**src/rtl/ssar_pkg.sv**
```systemverilog
// constants for the serial-link status and advertisement register bank
// Behaviour
// - set complete after acknowledge codewords exchanged
// - serdes only: latch partner link-down fault high
// - link status latched low until status read
// - two read-only identifier words, consecutive offsets
// - serdes transmit codeword built from advertisement
// - control changes apply on advertisement write
// - next-page advertisement bit always reads zero
// - bits 13:12 carry local fault code
// - bits 8:7 advertise local pause ability
// - half duplex default 0, full default 1
// - negotiation runs only while enable set
package ssar_pkg;
  localparam int ADDR_W = 23;
  localparam int IDX_W  = 21;

  // printed offsets are word indices; byte address is four times these
  localparam logic [IDX_W-1:0] IDX_STATUS   = 21'h1f0001;
  localparam logic [IDX_W-1:0] IDX_ID_HI    = 21'h1f0002;
  localparam logic [IDX_W-1:0] IDX_ID_LO    = 21'h1f0003;
  localparam logic [IDX_W-1:0] IDX_ADV      = 21'h1f0004;
  localparam logic [IDX_W-1:0] IDX_CTRL     = 21'h1f0010;
  localparam logic [IDX_W-1:0] IDX_IRQ_STAT = 21'h1f0011;
  localparam logic [IDX_W-1:0] IDX_IRQ_MASK = 21'h1f0012;

  // status word
  localparam int ST_COMPLETE = 5;
  localparam int ST_RFAULT   = 4;
  localparam int ST_LINK     = 2;
  localparam logic [15:0] ST_FIXED = 16'h0189;

  // advertisement word
  localparam int ADV_NP        = 15;
  localparam int ADV_RF_LSB    = 12;
  localparam int ADV_PAUSE_LSB = 7;
  localparam int ADV_HD        = 6;
  localparam int ADV_FD        = 5;
  localparam logic [15:0] ADV_WMASK = 16'h31e0;
  localparam logic [15:0] ADV_RESET = 16'h0020;
  localparam logic [1:0]  RF_LINK_FAIL = 2'h2;

  // control word, same bit places as the negotiation control register
  localparam int CTRL_AN_EN   = 12;
  localparam int CTRL_RESTART = 9;
  localparam logic CTRL_AN_EN_RST = 1'h1;

  // sgmii side sends a fixed base word
  localparam logic [15:0] SGMII_TX_WORD = 16'h0001;

  // interrupt bits
  localparam int IRQ_W        = 3;
  localparam int IRQ_COMPLETE = 0;
  localparam int IRQ_RFAULT   = 1;
  localparam int IRQ_LINKDN   = 2;

  localparam logic [1:0] RESP_OKAY   = 2'h0;
  localparam logic [1:0] RESP_SLVERR = 2'h2;
endpackage : ssar_pkg

```
**src/rtl/ssar_reg_if.sv**
```systemverilog
// register access strobes between the bus slave and the register bank
interface ssar_reg_if;
  import ssar_pkg::*;
  logic             wr_req;
  logic [IDX_W-1:0] wr_idx;
  logic [31:0]      wdata;
  logic [3:0]       wstrb;
  logic             wr_err;
  logic             rd_req;
  logic [IDX_W-1:0] rd_idx;
  logic [15:0]      rdata;
  logic             rd_err;
  modport bus  (output wr_req, wr_idx, wdata, wstrb, rd_req, rd_idx,
                input  wr_err, rdata, rd_err);
  modport regs (input  wr_req, wr_idx, wdata, wstrb, rd_req, rd_idx,
                output wr_err, rdata, rd_err);
endinterface : ssar_reg_if

```
**src/rtl/ssar_axil_slave.sv**
```systemverilog
// axi4-lite slave turning bus beats into register strobes
module ssar_axil_slave import ssar_pkg::*; (
  // clock and reset
  input  wire logic              aclk,
  input  wire logic              aresetn,
  // write channels
  input  wire logic [ADDR_W-1:0] awaddr,
  input  wire logic              awvalid,
  output logic                   awready,
  input  wire logic [31:0]       wdata,
  input  wire logic [3:0]        wstrb,
  input  wire logic              wvalid,
  output logic                   wready,
  output logic [1:0]             bresp,
  output logic                   bvalid,
  input  wire logic              bready,
  // read channels
  input  wire logic [ADDR_W-1:0] araddr,
  input  wire logic              arvalid,
  output logic                   arready,
  output logic [31:0]            rdata,
  output logic [1:0]             rresp,
  output logic                   rvalid,
  input  wire logic              rready,
  // register side
  ssar_reg_if.bus                rif
);
  typedef struct packed {
    logic              awready;
    logic              wready;
    logic              arready;
    logic              aw_have;
    logic              w_have;
    logic [ADDR_W-1:0] awaddr;
    logic [31:0]       wdata;
    logic [3:0]        wstrb;
    logic              bvalid;
    logic [1:0]        bresp;
    logic              rvalid;
    logic [31:0]       rdata;
    logic [1:0]        rresp;
  } ssar_axil_s;

  ssar_axil_s q;
  ssar_axil_s d;

  assign rif.wr_req = q.aw_have && q.w_have;
  assign rif.wr_idx = q.awaddr[ADDR_W-1:2];
  assign rif.wdata  = q.wdata;
  assign rif.wstrb  = q.wstrb;
  // read strobe fires in the address beat so side effects happen once
  assign rif.rd_req = arvalid && q.arready;
  assign rif.rd_idx = araddr[ADDR_W-1:2];

  always_comb begin
    d = q;
    if (awvalid && q.awready) begin
      d.awready = 1'b0;
      d.aw_have = 1'b1;
      d.awaddr  = awaddr;
    end
    if (wvalid && q.wready) begin
      d.wready = 1'b0;
      d.w_have = 1'b1;
      d.wdata  = wdata;
      d.wstrb  = wstrb;
    end
    if (q.aw_have && q.w_have) begin
      d.aw_have = 1'b0;
      d.w_have  = 1'b0;
      d.bvalid  = 1'b1;
      d.bresp   = rif.wr_err ? RESP_SLVERR : RESP_OKAY;
    end
    if (q.bvalid && bready) begin
      d.bvalid  = 1'b0;
      d.awready = 1'b1;
      d.wready  = 1'b1;
    end
    if (arvalid && q.arready) begin
      d.arready = 1'b0;
      d.rvalid  = 1'b1;
      d.rdata   = {16'h0000, rif.rdata};
      d.rresp   = rif.rd_err ? RESP_SLVERR : RESP_OKAY;
    end
    if (q.rvalid && rready) begin
      d.rvalid  = 1'b0;
      d.arready = 1'b1;
    end
  end

  always_ff @(posedge aclk) begin
    if (!aresetn) begin
      q         <= '0;
      q.awready <= 1'b1;
      q.wready  <= 1'b1;
      q.arready <= 1'b1;
    end else begin
      q <= d;
    end
  end

  assign awready = q.awready;
  assign wready  = q.wready;
  assign arready = q.arready;
  assign bvalid  = q.bvalid;
  assign bresp   = q.bresp;
  assign rvalid  = q.rvalid;
  assign rdata   = q.rdata;
  assign rresp   = q.rresp;
endmodule : ssar_axil_slave

```
**src/rtl/ssar_an_engine.sv**
```systemverilog
// negotiation progress tracker and partner word holder
module ssar_an_engine import ssar_pkg::*; (
  // clock and reset
  input  wire logic        aclk,
  input  wire logic        aresetn,
  // control
  input  wire logic        an_en,
  input  wire logic        restart,
  // pcs side
  input  wire logic        link_up,
  input  wire logic        ack_done,
  input  wire logic [15:0] partner_word,
  // results
  output logic             complete,
  output logic [15:0]      lp_word
);
  typedef enum logic [1:0] {AN_IDLE, AN_NEG, AN_DONE} ssar_an_e;
  typedef struct packed {
    ssar_an_e    state;
    logic        complete;
    logic [15:0] lp_word;
  } ssar_an_s;

  ssar_an_s q;
  ssar_an_s d;

  always_comb begin
    d = q;
    case (q.state)
      AN_IDLE: begin
        d.state = AN_NEG;
      end
      AN_NEG: begin
        if (ack_done) begin
          d.state   = AN_DONE;
          d.lp_word = partner_word;
        end
      end
      AN_DONE: begin
        d.lp_word = q.lp_word;
      end
      default: begin
        d.state = AN_IDLE;
      end
    endcase
    // disabled or no link holds idle
    if (!an_en || !link_up) begin
      d.state = AN_IDLE;
    end else if (restart) begin
      d.state = AN_NEG;
    end
    d.complete = (d.state == AN_DONE);
  end

  always_ff @(posedge aclk) begin
    if (!aresetn) begin
      q       <= '0;
      q.state <= AN_IDLE;
    end else begin
      q <= d;
    end
  end

  assign complete = q.complete;
  assign lp_word  = q.lp_word;

  en_off_a: assert property (@(posedge aclk) disable iff (!aresetn)
    !an_en |=> !complete)
    else $error("negotiation complete while disabled");
  ack_done_a: assert property (@(posedge aclk) disable iff (!aresetn)
    (q.state == AN_NEG && ack_done && an_en && link_up && !restart)
      |=> complete && lp_word == $past(partner_word))
    else $error("acknowledge exchange did not complete negotiation");
  lp_hold_a: assert property (@(posedge aclk) disable iff (!aresetn)
    complete ##1 complete |-> $stable(lp_word))
    else $error("partner word changed while complete");
endmodule : ssar_an_engine

```
**src/rtl/ssar_regs.sv**
```systemverilog
// status, identifier and advertisement register bank with axi4-lite access
//
// The AXI4-Lite interface to the registers was decided locally.
module ssar_regs import ssar_pkg::*; #(
  // arbitrary identifier values
  parameter logic [15:0] ID_HI = 16'h1234,
  parameter logic [15:0] ID_LO = 16'h5678
) (
  // clock and reset
  input  wire logic              aclk,
  input  wire logic              aresetn,
  // axi4-lite write
  input  wire logic [ADDR_W-1:0] awaddr,
  input  wire logic              awvalid,
  output logic                   awready,
  input  wire logic [31:0]       wdata,
  input  wire logic [3:0]        wstrb,
  input  wire logic              wvalid,
  output logic                   wready,
  output logic [1:0]             bresp,
  output logic                   bvalid,
  input  wire logic              bready,
  // axi4-lite read
  input  wire logic [ADDR_W-1:0] araddr,
  input  wire logic              arvalid,
  output logic                   arready,
  output logic [31:0]            rdata,
  output logic [1:0]             rresp,
  output logic                   rvalid,
  input  wire logic              rready,
  // pcs side
  input  wire logic              sgmii_mode,
  input  wire logic              rx_link_up,
  input  wire logic              ack_done,
  input  wire logic [15:0]       partner_word,
  output logic [15:0]            tx_config_word,
  output logic                   an_enable,
  output logic                   an_restart,
  output logic                   an_complete,
  output logic [15:0]            lp_word,
  // interrupt
  output logic                   irq
);
  typedef struct packed {
    logic [15:0]      adv;
    logic             pend_en;
    logic             pend_rst;
    logic             an_en;
    logic             restart;
    logic             rfault;
    logic             link_ll;
    logic             prev_cmp;
    logic             prev_up;
    logic             prev_flt;
    logic [IRQ_W-1:0] irq_stat;
    logic [IRQ_W-1:0] irq_mask;
    logic             irq;
    logic [15:0]      tx_word;
  } ssar_regs_s;

  ssar_regs_s s_q;
  ssar_regs_s s_d;

  ssar_reg_if rif ();

  logic             an_cmp;
  logic [15:0]      lp_w;
  logic             live_flt;
  logic             rd_status;
  logic             wr_adv;
  logic             wr_ctrl;
  logic             irq_pend;
  logic [IRQ_W-1:0] ev;

  ssar_axil_slave u_axil (
    .aclk    (aclk),
    .aresetn (aresetn),
    .awaddr  (awaddr),
    .awvalid (awvalid),
    .awready (awready),
    .wdata   (wdata),
    .wstrb   (wstrb),
    .wvalid  (wvalid),
    .wready  (wready),
    .bresp   (bresp),
    .bvalid  (bvalid),
    .bready  (bready),
    .araddr  (araddr),
    .arvalid (arvalid),
    .arready (arready),
    .rdata   (rdata),
    .rresp   (rresp),
    .rvalid  (rvalid),
    .rready  (rready),
    .rif     (rif.bus)
  );

  ssar_an_engine u_an (
    .aclk         (aclk),
    .aresetn      (aresetn),
    .an_en        (s_q.an_en),
    .restart      (s_q.restart),
    .link_up      (rx_link_up),
    .ack_done     (ack_done),
    .partner_word (partner_word),
    .complete     (an_cmp),
    .lp_word      (lp_w)
  );

  function automatic logic reg_known(input logic [IDX_W-1:0] idx);
    reg_known = (idx == IDX_STATUS) || (idx == IDX_ID_HI) ||
                (idx == IDX_ID_LO) || (idx == IDX_ADV) ||
                (idx == IDX_CTRL) || (idx == IDX_IRQ_STAT) ||
                (idx == IDX_IRQ_MASK);
  endfunction : reg_known

  // byte lanes above bit 15 carry nothing
  function automatic logic [15:0] merge16(input logic [15:0] old,
                                          input logic [15:0] nw,
                                          input logic [1:0]  strb);
    merge16 = old;
    if (strb[0]) begin
      merge16[7:0] = nw[7:0];
    end
    if (strb[1]) begin
      merge16[15:8] = nw[15:8];
    end
  endfunction : merge16

  assign rif.wr_err = !reg_known(rif.wr_idx);
  assign rif.rd_err = !reg_known(rif.rd_idx);
  assign rd_status  = rif.rd_req && (rif.rd_idx == IDX_STATUS);
  assign wr_adv     = rif.wr_req && (rif.wr_idx == IDX_ADV);
  assign wr_ctrl    = rif.wr_req && (rif.wr_idx == IDX_CTRL);
  assign irq_pend   = |(s_q.irq_stat & s_q.irq_mask);

  // partner reports its receive link failed, serdes only
  assign live_flt = an_cmp && !sgmii_mode &&
                    (lp_w[ADV_RF_LSB+1:ADV_RF_LSB] == RF_LINK_FAIL);

  always_comb begin
    ev               = '0;
    ev[IRQ_COMPLETE] = an_cmp && !s_q.prev_cmp;
    ev[IRQ_RFAULT]   = live_flt && !s_q.prev_flt;
    ev[IRQ_LINKDN]   = s_q.prev_up && !rx_link_up;
  end

  // read mux shows the old latched values; clearing follows the read
  always_comb begin
    rif.rdata = 16'h0000;
    if (rif.rd_idx == IDX_STATUS) begin
      rif.rdata              = ST_FIXED;
      rif.rdata[ST_COMPLETE] = an_cmp;
      rif.rdata[ST_RFAULT]   = s_q.rfault;
      rif.rdata[ST_LINK]     = s_q.link_ll;
    end else if (rif.rd_idx == IDX_ID_HI) begin
      rif.rdata = ID_HI;
    end else if (rif.rd_idx == IDX_ID_LO) begin
      rif.rdata = ID_LO;
    end else if (rif.rd_idx == IDX_ADV) begin
      rif.rdata = s_q.adv;
    end else if (rif.rd_idx == IDX_CTRL) begin
      rif.rdata[CTRL_AN_EN]   = s_q.pend_en;
      rif.rdata[CTRL_RESTART] = s_q.pend_rst;
    end else if (rif.rd_idx == IDX_IRQ_STAT) begin
      rif.rdata[IRQ_W-1:0] = s_q.irq_stat;
    end else if (rif.rd_idx == IDX_IRQ_MASK) begin
      rif.rdata[IRQ_W-1:0] = s_q.irq_mask;
    end
  end

  always_comb begin
    s_d          = s_q;
    s_d.restart  = 1'b0;
    s_d.prev_cmp = an_cmp;
    s_d.prev_up  = rx_link_up;
    s_d.prev_flt = live_flt;

    // latched high, a fresh fault beats the clearing read
    // after the clearing read the bit follows the live fault
    s_d.rfault  = live_flt || (s_q.rfault && !rd_status);
    // latched low; a drop in the read cycle still wins
    // read re-arms the bit from the live link
    s_d.link_ll = rx_link_up && (s_q.link_ll || rd_status);

    if (wr_adv) begin
      // next page never stored, reads zero
      // only fault, pause and duplex fields writable
      s_d.adv = merge16(s_q.adv, rif.wdata[15:0], rif.wstrb[1:0])
                & ADV_WMASK;
      // pending control takes effect on this write
      s_d.an_en    = s_q.pend_en;
      s_d.restart  = s_q.pend_rst;
      s_d.pend_rst = 1'b0;
    end
    if (wr_ctrl) begin
      if (rif.wstrb[1]) begin
        s_d.pend_en = rif.wdata[CTRL_AN_EN];
      end
      s_d.pend_rst = s_q.pend_rst ||
                     (rif.wstrb[1] && rif.wdata[CTRL_RESTART]);
    end

    // sticky events, set wins over write-one-to-clear
    s_d.irq_stat = s_q.irq_stat;
    if (rif.wr_req && rif.wr_idx == IDX_IRQ_STAT && rif.wstrb[0]) begin
      s_d.irq_stat = s_q.irq_stat & ~rif.wdata[IRQ_W-1:0];
    end
    s_d.irq_stat = s_d.irq_stat | ev;
    if (rif.wr_req && rif.wr_idx == IDX_IRQ_MASK && rif.wstrb[0]) begin
      s_d.irq_mask = rif.wdata[IRQ_W-1:0];
    end
    s_d.irq = irq_pend;

    // serdes base page is the advertisement word
    s_d.tx_word = sgmii_mode ? SGMII_TX_WORD : s_q.adv;
  end

  always_ff @(posedge aclk) begin
    if (!aresetn) begin
      s_q         <= '0;
      s_q.adv     <= ADV_RESET;
      s_q.pend_en <= CTRL_AN_EN_RST;
      s_q.an_en   <= CTRL_AN_EN_RST;
      s_q.tx_word <= ADV_RESET;
    end else begin
      s_q <= s_d;
    end
  end

  assign tx_config_word = s_q.tx_word;
  assign an_enable      = s_q.an_en;
  assign an_restart     = s_q.restart;
  assign an_complete    = an_cmp;
  assign lp_word        = lp_w;
  assign irq            = s_q.irq;

  np_zero_a: assert property (@(posedge aclk) disable iff (!aresetn)
    (rif.rd_req && rif.rd_idx == IDX_ADV) |-> !rif.rdata[ADV_NP])
    else $error("next page bit read as one");
  link_drop_a: assert property (@(posedge aclk) disable iff (!aresetn)
    !rx_link_up |=> !s_q.link_ll)
    else $error("link status not cleared on link loss");
  link_hold_a: assert property (@(posedge aclk) disable iff (!aresetn)
    (!s_q.link_ll && !rd_status) |=> !s_q.link_ll)
    else $error("latched low link status released without read");
  link_rearm_a: assert property (@(posedge aclk) disable iff (!aresetn)
    (rd_status && rx_link_up) ##1 rx_link_up |-> s_q.link_ll)
    else $error("link status not re-armed after read");
  rfault_set_a: assert property (@(posedge aclk) disable iff (!aresetn)
    live_flt |=> s_q.rfault ##1 (s_q.rfault || $past(rd_status)))
    else $error("remote fault not latched");
  rfault_mode_a: assert property (@(posedge aclk) disable iff (!aresetn)
    $rose(s_q.rfault) |-> !$past(sgmii_mode))
    else $error("remote fault set in sgmii mode");
  ctrl_wait_a: assert property (@(posedge aclk) disable iff (!aresetn)
    (wr_ctrl && !wr_adv) |=> $stable(s_q.an_en))
    else $error("control change applied before advertisement write");
  ctrl_commit_a: assert property (@(posedge aclk) disable iff (!aresetn)
    wr_adv |=> (s_q.an_en == $past(s_q.pend_en)))
    else $error("advertisement write did not commit control");
  adv_field_a: assert property (@(posedge aclk) disable iff (!aresetn)
    (wr_adv && rif.wstrb[1]) |=> (s_q.adv[13:12] == $past(rif.wdata[13:12])))
    else $error("fault code not stored");
  tx_word_a: assert property (@(posedge aclk) disable iff (!aresetn)
    !sgmii_mode |=> (tx_config_word == $past(s_q.adv)))
    else $error("transmit word differs from advertisement");
  irq_level_a: assert property (@(posedge aclk) disable iff (!aresetn)
    irq_pend |=> irq)
    else $error("interrupt missing for unmasked event");
  irq_clear_a: assert property (@(posedge aclk) disable iff (!aresetn)
    !irq_pend |=> !irq)
    else $error("interrupt without unmasked event");
  ev_set_a: assert property (@(posedge aclk) disable iff (!aresetn)
    (|ev) |=> ((s_q.irq_stat & $past(ev)) == $past(ev)))
    else $error("event lost against a clearing write");
  id_words_a: assert property (@(posedge aclk) disable iff (!aresetn)
    (rif.rd_req && rif.rd_idx == IDX_ID_LO) |=> (rdata[15:0] == ID_LO))
    else $error("identifier word not returned");
  pause_adv_a: assert property (@(posedge aclk) disable iff (!aresetn)
    (wr_adv && rif.wstrb[0] && rif.wstrb[1]) |=>
      (s_q.adv[ADV_PAUSE_LSB+:2] == $past(rif.wdata[ADV_PAUSE_LSB+:2])))
    else $error("pause field not stored");
  dup_adv_a: assert property (@(posedge aclk) disable iff (!aresetn)
    (wr_adv && rif.wstrb[0]) |=>
      (s_q.adv[ADV_HD:ADV_FD] == $past(rif.wdata[ADV_HD:ADV_FD])))
    else $error("duplex bits not stored");
  cmp_read_a: assert property (@(posedge aclk) disable iff (!aresetn)
    rd_status |=> (rdata[ST_COMPLETE] == $past(an_cmp)))
    else $error("status read missed completion flag");
  link_read_a: assert property (@(posedge aclk) disable iff (!aresetn)
    rd_status |=> (rdata[ST_LINK] == $past(s_q.link_ll)))
    else $error("status read missed latched link bit");
  rst_pulse_a: assert property (@(posedge aclk) disable iff (!aresetn)
    an_restart |=> !an_restart)
    else $error("restart held longer than one cycle");
endmodule : ssar_regs

```
**config.mk**
```make
export PLATFORM = sky130hd
export DESIGN_NAME = ssar_regs
export DESIGN_NICKNAME = d
export VERILOG_FILES = /design/src/rtl/ssar_pkg.sv /design/src/rtl/ssar_reg_if.sv /design/src/rtl/ssar_axil_slave.sv /design/src/rtl/ssar_an_engine.sv /design/src/rtl/ssar_regs.sv
export SDC_FILE = /design/constraint.sdc
export NUM_CORES = 1
export LEC_CHECK = 0
export BUFFER_PORTS_ARGS = -buffer_cell sky130_fd_sc_hd__buf_2
export CORE_MARGIN = 4
export CORE_UTILIZATION = 40
export DETAILED_ROUTE_END_ITERATION = 16
export PLACE_DENSITY = 0.7
export SYNTH_ARGS = -nofsm -noshare
export SYNTH_HDL_FRONTEND = slang
export SYNTH_SLANG_ARGS = --single-unit
```
**constraint.sdc**
```tcl
create_clock -name aclk -period 1.9 [get_ports aclk]
set_input_delay 0.285 -clock aclk [delete_from_list [all_inputs] [get_ports aclk]]
set_output_delay 0.285 -clock aclk [all_outputs]
set_load 0.01 [all_outputs]
```
==> metrics.md <==
| Metric | Value |
|---|---|
| CTS Hold Buffers Added | 0 |
| Final Max Tran Viols | 0 |
| Cell Area, Synth | between 4000 and 5000 sq um |
| Max stage delay on crit path | 0.58 ns |
| ANT nets after route | 0 |
| Pre-CTS setup slack | -0.132 ns |
| Final setup vio count | 5 |
| Tot Pwr | ~4500 uW |
| Worst path required time | 2.11 ns |
| I/O pins | between 150 and 200 |
| TritonRoute pass-1 iters | 4 |
| Minimum clock period | 1.92 ns |
| Initial Util | 41.7% |
| Pwr Density | 817 nW/um^2 |
| Synthesized instance count | 561 |
| CP startpoint kind | register |
| Worst VDD drop | around 460 uV |
| Unique masters post-synth | 51 |
| Global placement routability congestion | 0.832 |
| Final Hold Viols | 0 |
| Placed cell areas | 5130 sq um |
| Bufs on Longest Clock Path | 2 |
| RSZ-0062 raised after global routing | yes |
| Status | finished, violations left |
| Grt peak-use layer | met2 |
| Post-route cell area | 5550 sq um |
| Share of power burned in registers | 50.5% |
| H-tree levels | 3 |
| Cell Rows | 38 |
| First-pass GRT wire length | 17600 um |
| Layout cells sized above 1 | a little under a third |
| Critical path data arrival time | roughly 2.1 ns |
| Root Buffer | clkbuf_16 |
| Via/cell ratio | roughly 5.0 |
| CP Class | reg2reg |
| Fmax achieved | 0.520 GHz |
| DR WL/cell | 14.0 um |
| DRC | 0 |
| Final Util | 50.3% |
| Async set-reset flop share out of synthesis | 0% |
| Peak fanout along the critical path | 5 |
| Buf+Inv Stages, Crit Path | 0 |
| Primary FF master, synth | dfxtp_1 |
| Core ar. | 11000 sq um |
| CP endpoint kind | register |
| Max_cap viols | 0 |
| Port bufs | 127 |
| Die Area | 13300 sq um |
| CTS tree | built |
| Clk_skew | 0.00933 ns |
| GRT met2 Usage | 27.7% |
| EDFF count, synth | 0 |
| GR Overflow Total | 0 |
| Clock net sink count | 103 |
| Sw Ratio | 25.5% |
| Worst Tran Pin Value | 0.593 ns |
| Synth Warn # | 0 |
| Initial antenna violation count | 0 |
| Cell-internal power | around 3400 uW |
| Vias post-DR | 4072 |
| CP most frequent cell | or4b_4 |
| Layout area overhead | 20.5% |
| Reg clk slew, reported paths | 0.07 ns |
| Fillcell total | 1094 |
| Gate power share | a little over a tenth |
| Cells along the critical path | or4b_4, or4b_4, nor4_4, a21oi_1 |
| Pin count of the biggest net entering global routing | 24 |
| Mean Syn Cell Area | 8.21 sq um |
| Die width | 115 um |
| Leakage | 0.00235 uW |
| Hold WC Path Type | in2reg |
| Failing checks | negative setup slack |
| Clock power share | 38.8% |
| Met1 Use GR | a little over a fifth |
| 1st-iter DRT viols | 247 |
| P_sw | 1150 uW |
| Total Routed Length | about 11000 um |
| CP top delay family | simple AND/OR/NAND/NOR gates |
| Nets | between 700 and 800 |
| Slowest cell on the critical path | or4b_4 |
| Vias in the first global route | around 3800 |
| Clk Latency, worst-skew pair | 0.34 ns |
| Fin crit share | 101% |
| Relative slew slack | between 60% and 70% |
| Number of diodes | 0 |
| Met3 Use GR | approximately 3.7% |
| Sequential fraction of the synthesis area | 44.8% |
| Fin worst setup slack | -0.0246 ns |
| Number of buffers created by CTS | 9 |
| Flops & latches, synth | 103 |
| GRT Util Overall | 16.2% |
| Chip height | 115 um |
| HPWL Detailed | 8510 um |
layout by cell type (no fill, tap or decap), drive strengths merged, types with 2 or more instances in the layout:
master	n
mux2	3
inv	12
o31ai	8
nand4b	3
o21a	2
clkbuf	11
a22o	2
or4b	3
nor3	4
nand4	15
nand2	119
and2	13
or3	5
nand3	11
a31o	3
o21ai	20
a31oi	2
nor2b	8
or2	2
nor2	14
nor4	10
nor4b	2
or4	8
clkinvlp	3
conb	29
nand2b	4
buf	158
a21oi	77
dfxtp	103
a32oi	3
final cells by class:
cell class | count | area, sq um | share of cell area (%)
well taps | 140 | 175 | 3.16
repair buffers | 158 | 866 | 15.6
flip-flops and latches | 103 | 2060 | 37.2
clock buffers | 11 | 243 | 4.38
inverters | 11 | 41.3 | 0.744
clock inverters | 5 | 42.5 | 0.767
multi-input cells | 382 | 2120 | 38.2
cells in the mapped netlist, types with 4 or more instances:
| library cell | instances | area, sq um |
|---|---|---|
| nand4_1 | 15 | 93.8 |
| buf_4 | 68 | 510 |
| nand2b_1 | 4 | 25.0 |
| nor4_1 | 7 | 43.8 |
| nand3_1 | 11 | 55.1 |
| nor2b_1 | 8 | 50.1 |
| a21oi_1 | 77 | 385 |
| nor3_1 | 4 | 20.0 |
| o21ai_0 | 20 | 100 |
| nor2_1 | 14 | 52.6 |
| and2_1 | 13 | 81.3 |
| clkbuf_1 | 23 | 86.3 |
| o31ai_1 | 8 | 60.1 |
| inv_1 | 10 | 37.5 |
| or4_1 | 5 | 37.5 |
| nand2_1 | 119 | 447 |
| dfxtp_1 | 103 | 2060 |
final timing paths:
check / startpoint / end / slack, ns / cells after the start
setup / recovery: u_axil.rif.wr_idx[8] / s_q[20] / -0.02 / 4
hold / removal: awvalid / u_axil.awready / 0.15 / 2
setup reg to reg: u_axil.rif.wr_idx[8] / s_q[20] / -0.02 / 4
hold reg to reg: u_an.lp_word[10] / u_an.lp_word[10] / 0.45 / 2
power by group through the flow:
stage                     logic (uW)  registers [uW]  clock network (uW)
after floorplan                  333            2330                   0
after global placement           454            2330                   0
after detailed placement         465            2340                   0
after CTS                        479            2290                1790
after global routing             541            2300                1890
final                            484            2290                1760
layer usage:
layer  vias to the layer above  wire length (um)
met1                      1869              4880
met3                         9               939
met2                       152              5420
met4                         0                82
met5                         -                 0
li1                       2042                 -
logic make-up (layout without fill, tap and decap cells):
logic type / after synthesis / in the layout / share of synthesized area (%)
simple gates: 224 / 225 / 24.6
compound gates: 124 / 124 / 15.4
buf+inv: 105 / 185 / 14.2
flops: 103 / 103 / 44.8
mux: 4 / 4 / 0.951
other cells: 1 / 29 / 0.0814
repair_timing:
| item | 4_1_cts | 5_1_grt |
|---|---|---|
| cloned | 1 | 1 |
| resized for setup | 12 | 18 |
| buffers inserted | 2 | 0 |
| pin swaps | 8 | 10 |
| endpoints found under the setup margin | 15 | 15 |
metrics by stage:
step           TNS, ns  cells  hold WS, ns
2_1_floorplan  -0.0178    589        0.385
5_1_grt         -0.598    810        0.155
3_3_place_gp     -1.05    790        0.437
4_1_cts        -0.0467    809        0.140
3_5_place_dp     -1.76    790        0.446
6_report       -0.0623    810        0.146
sequential cells by signal, summed over array words and instances, names as in the netlist, 2 cells and up:
signal	cells
u_axil.q	2
u_axil.rif.wstrb	2
tx_config_word	7
u_an.lp_word	16
u_axil.rif.wdata	10
s_q	19
u_an.q	2
u_axil.rif.wr_idx	21
u_axil.rdata	13
(Power assumes the default switching activity.)
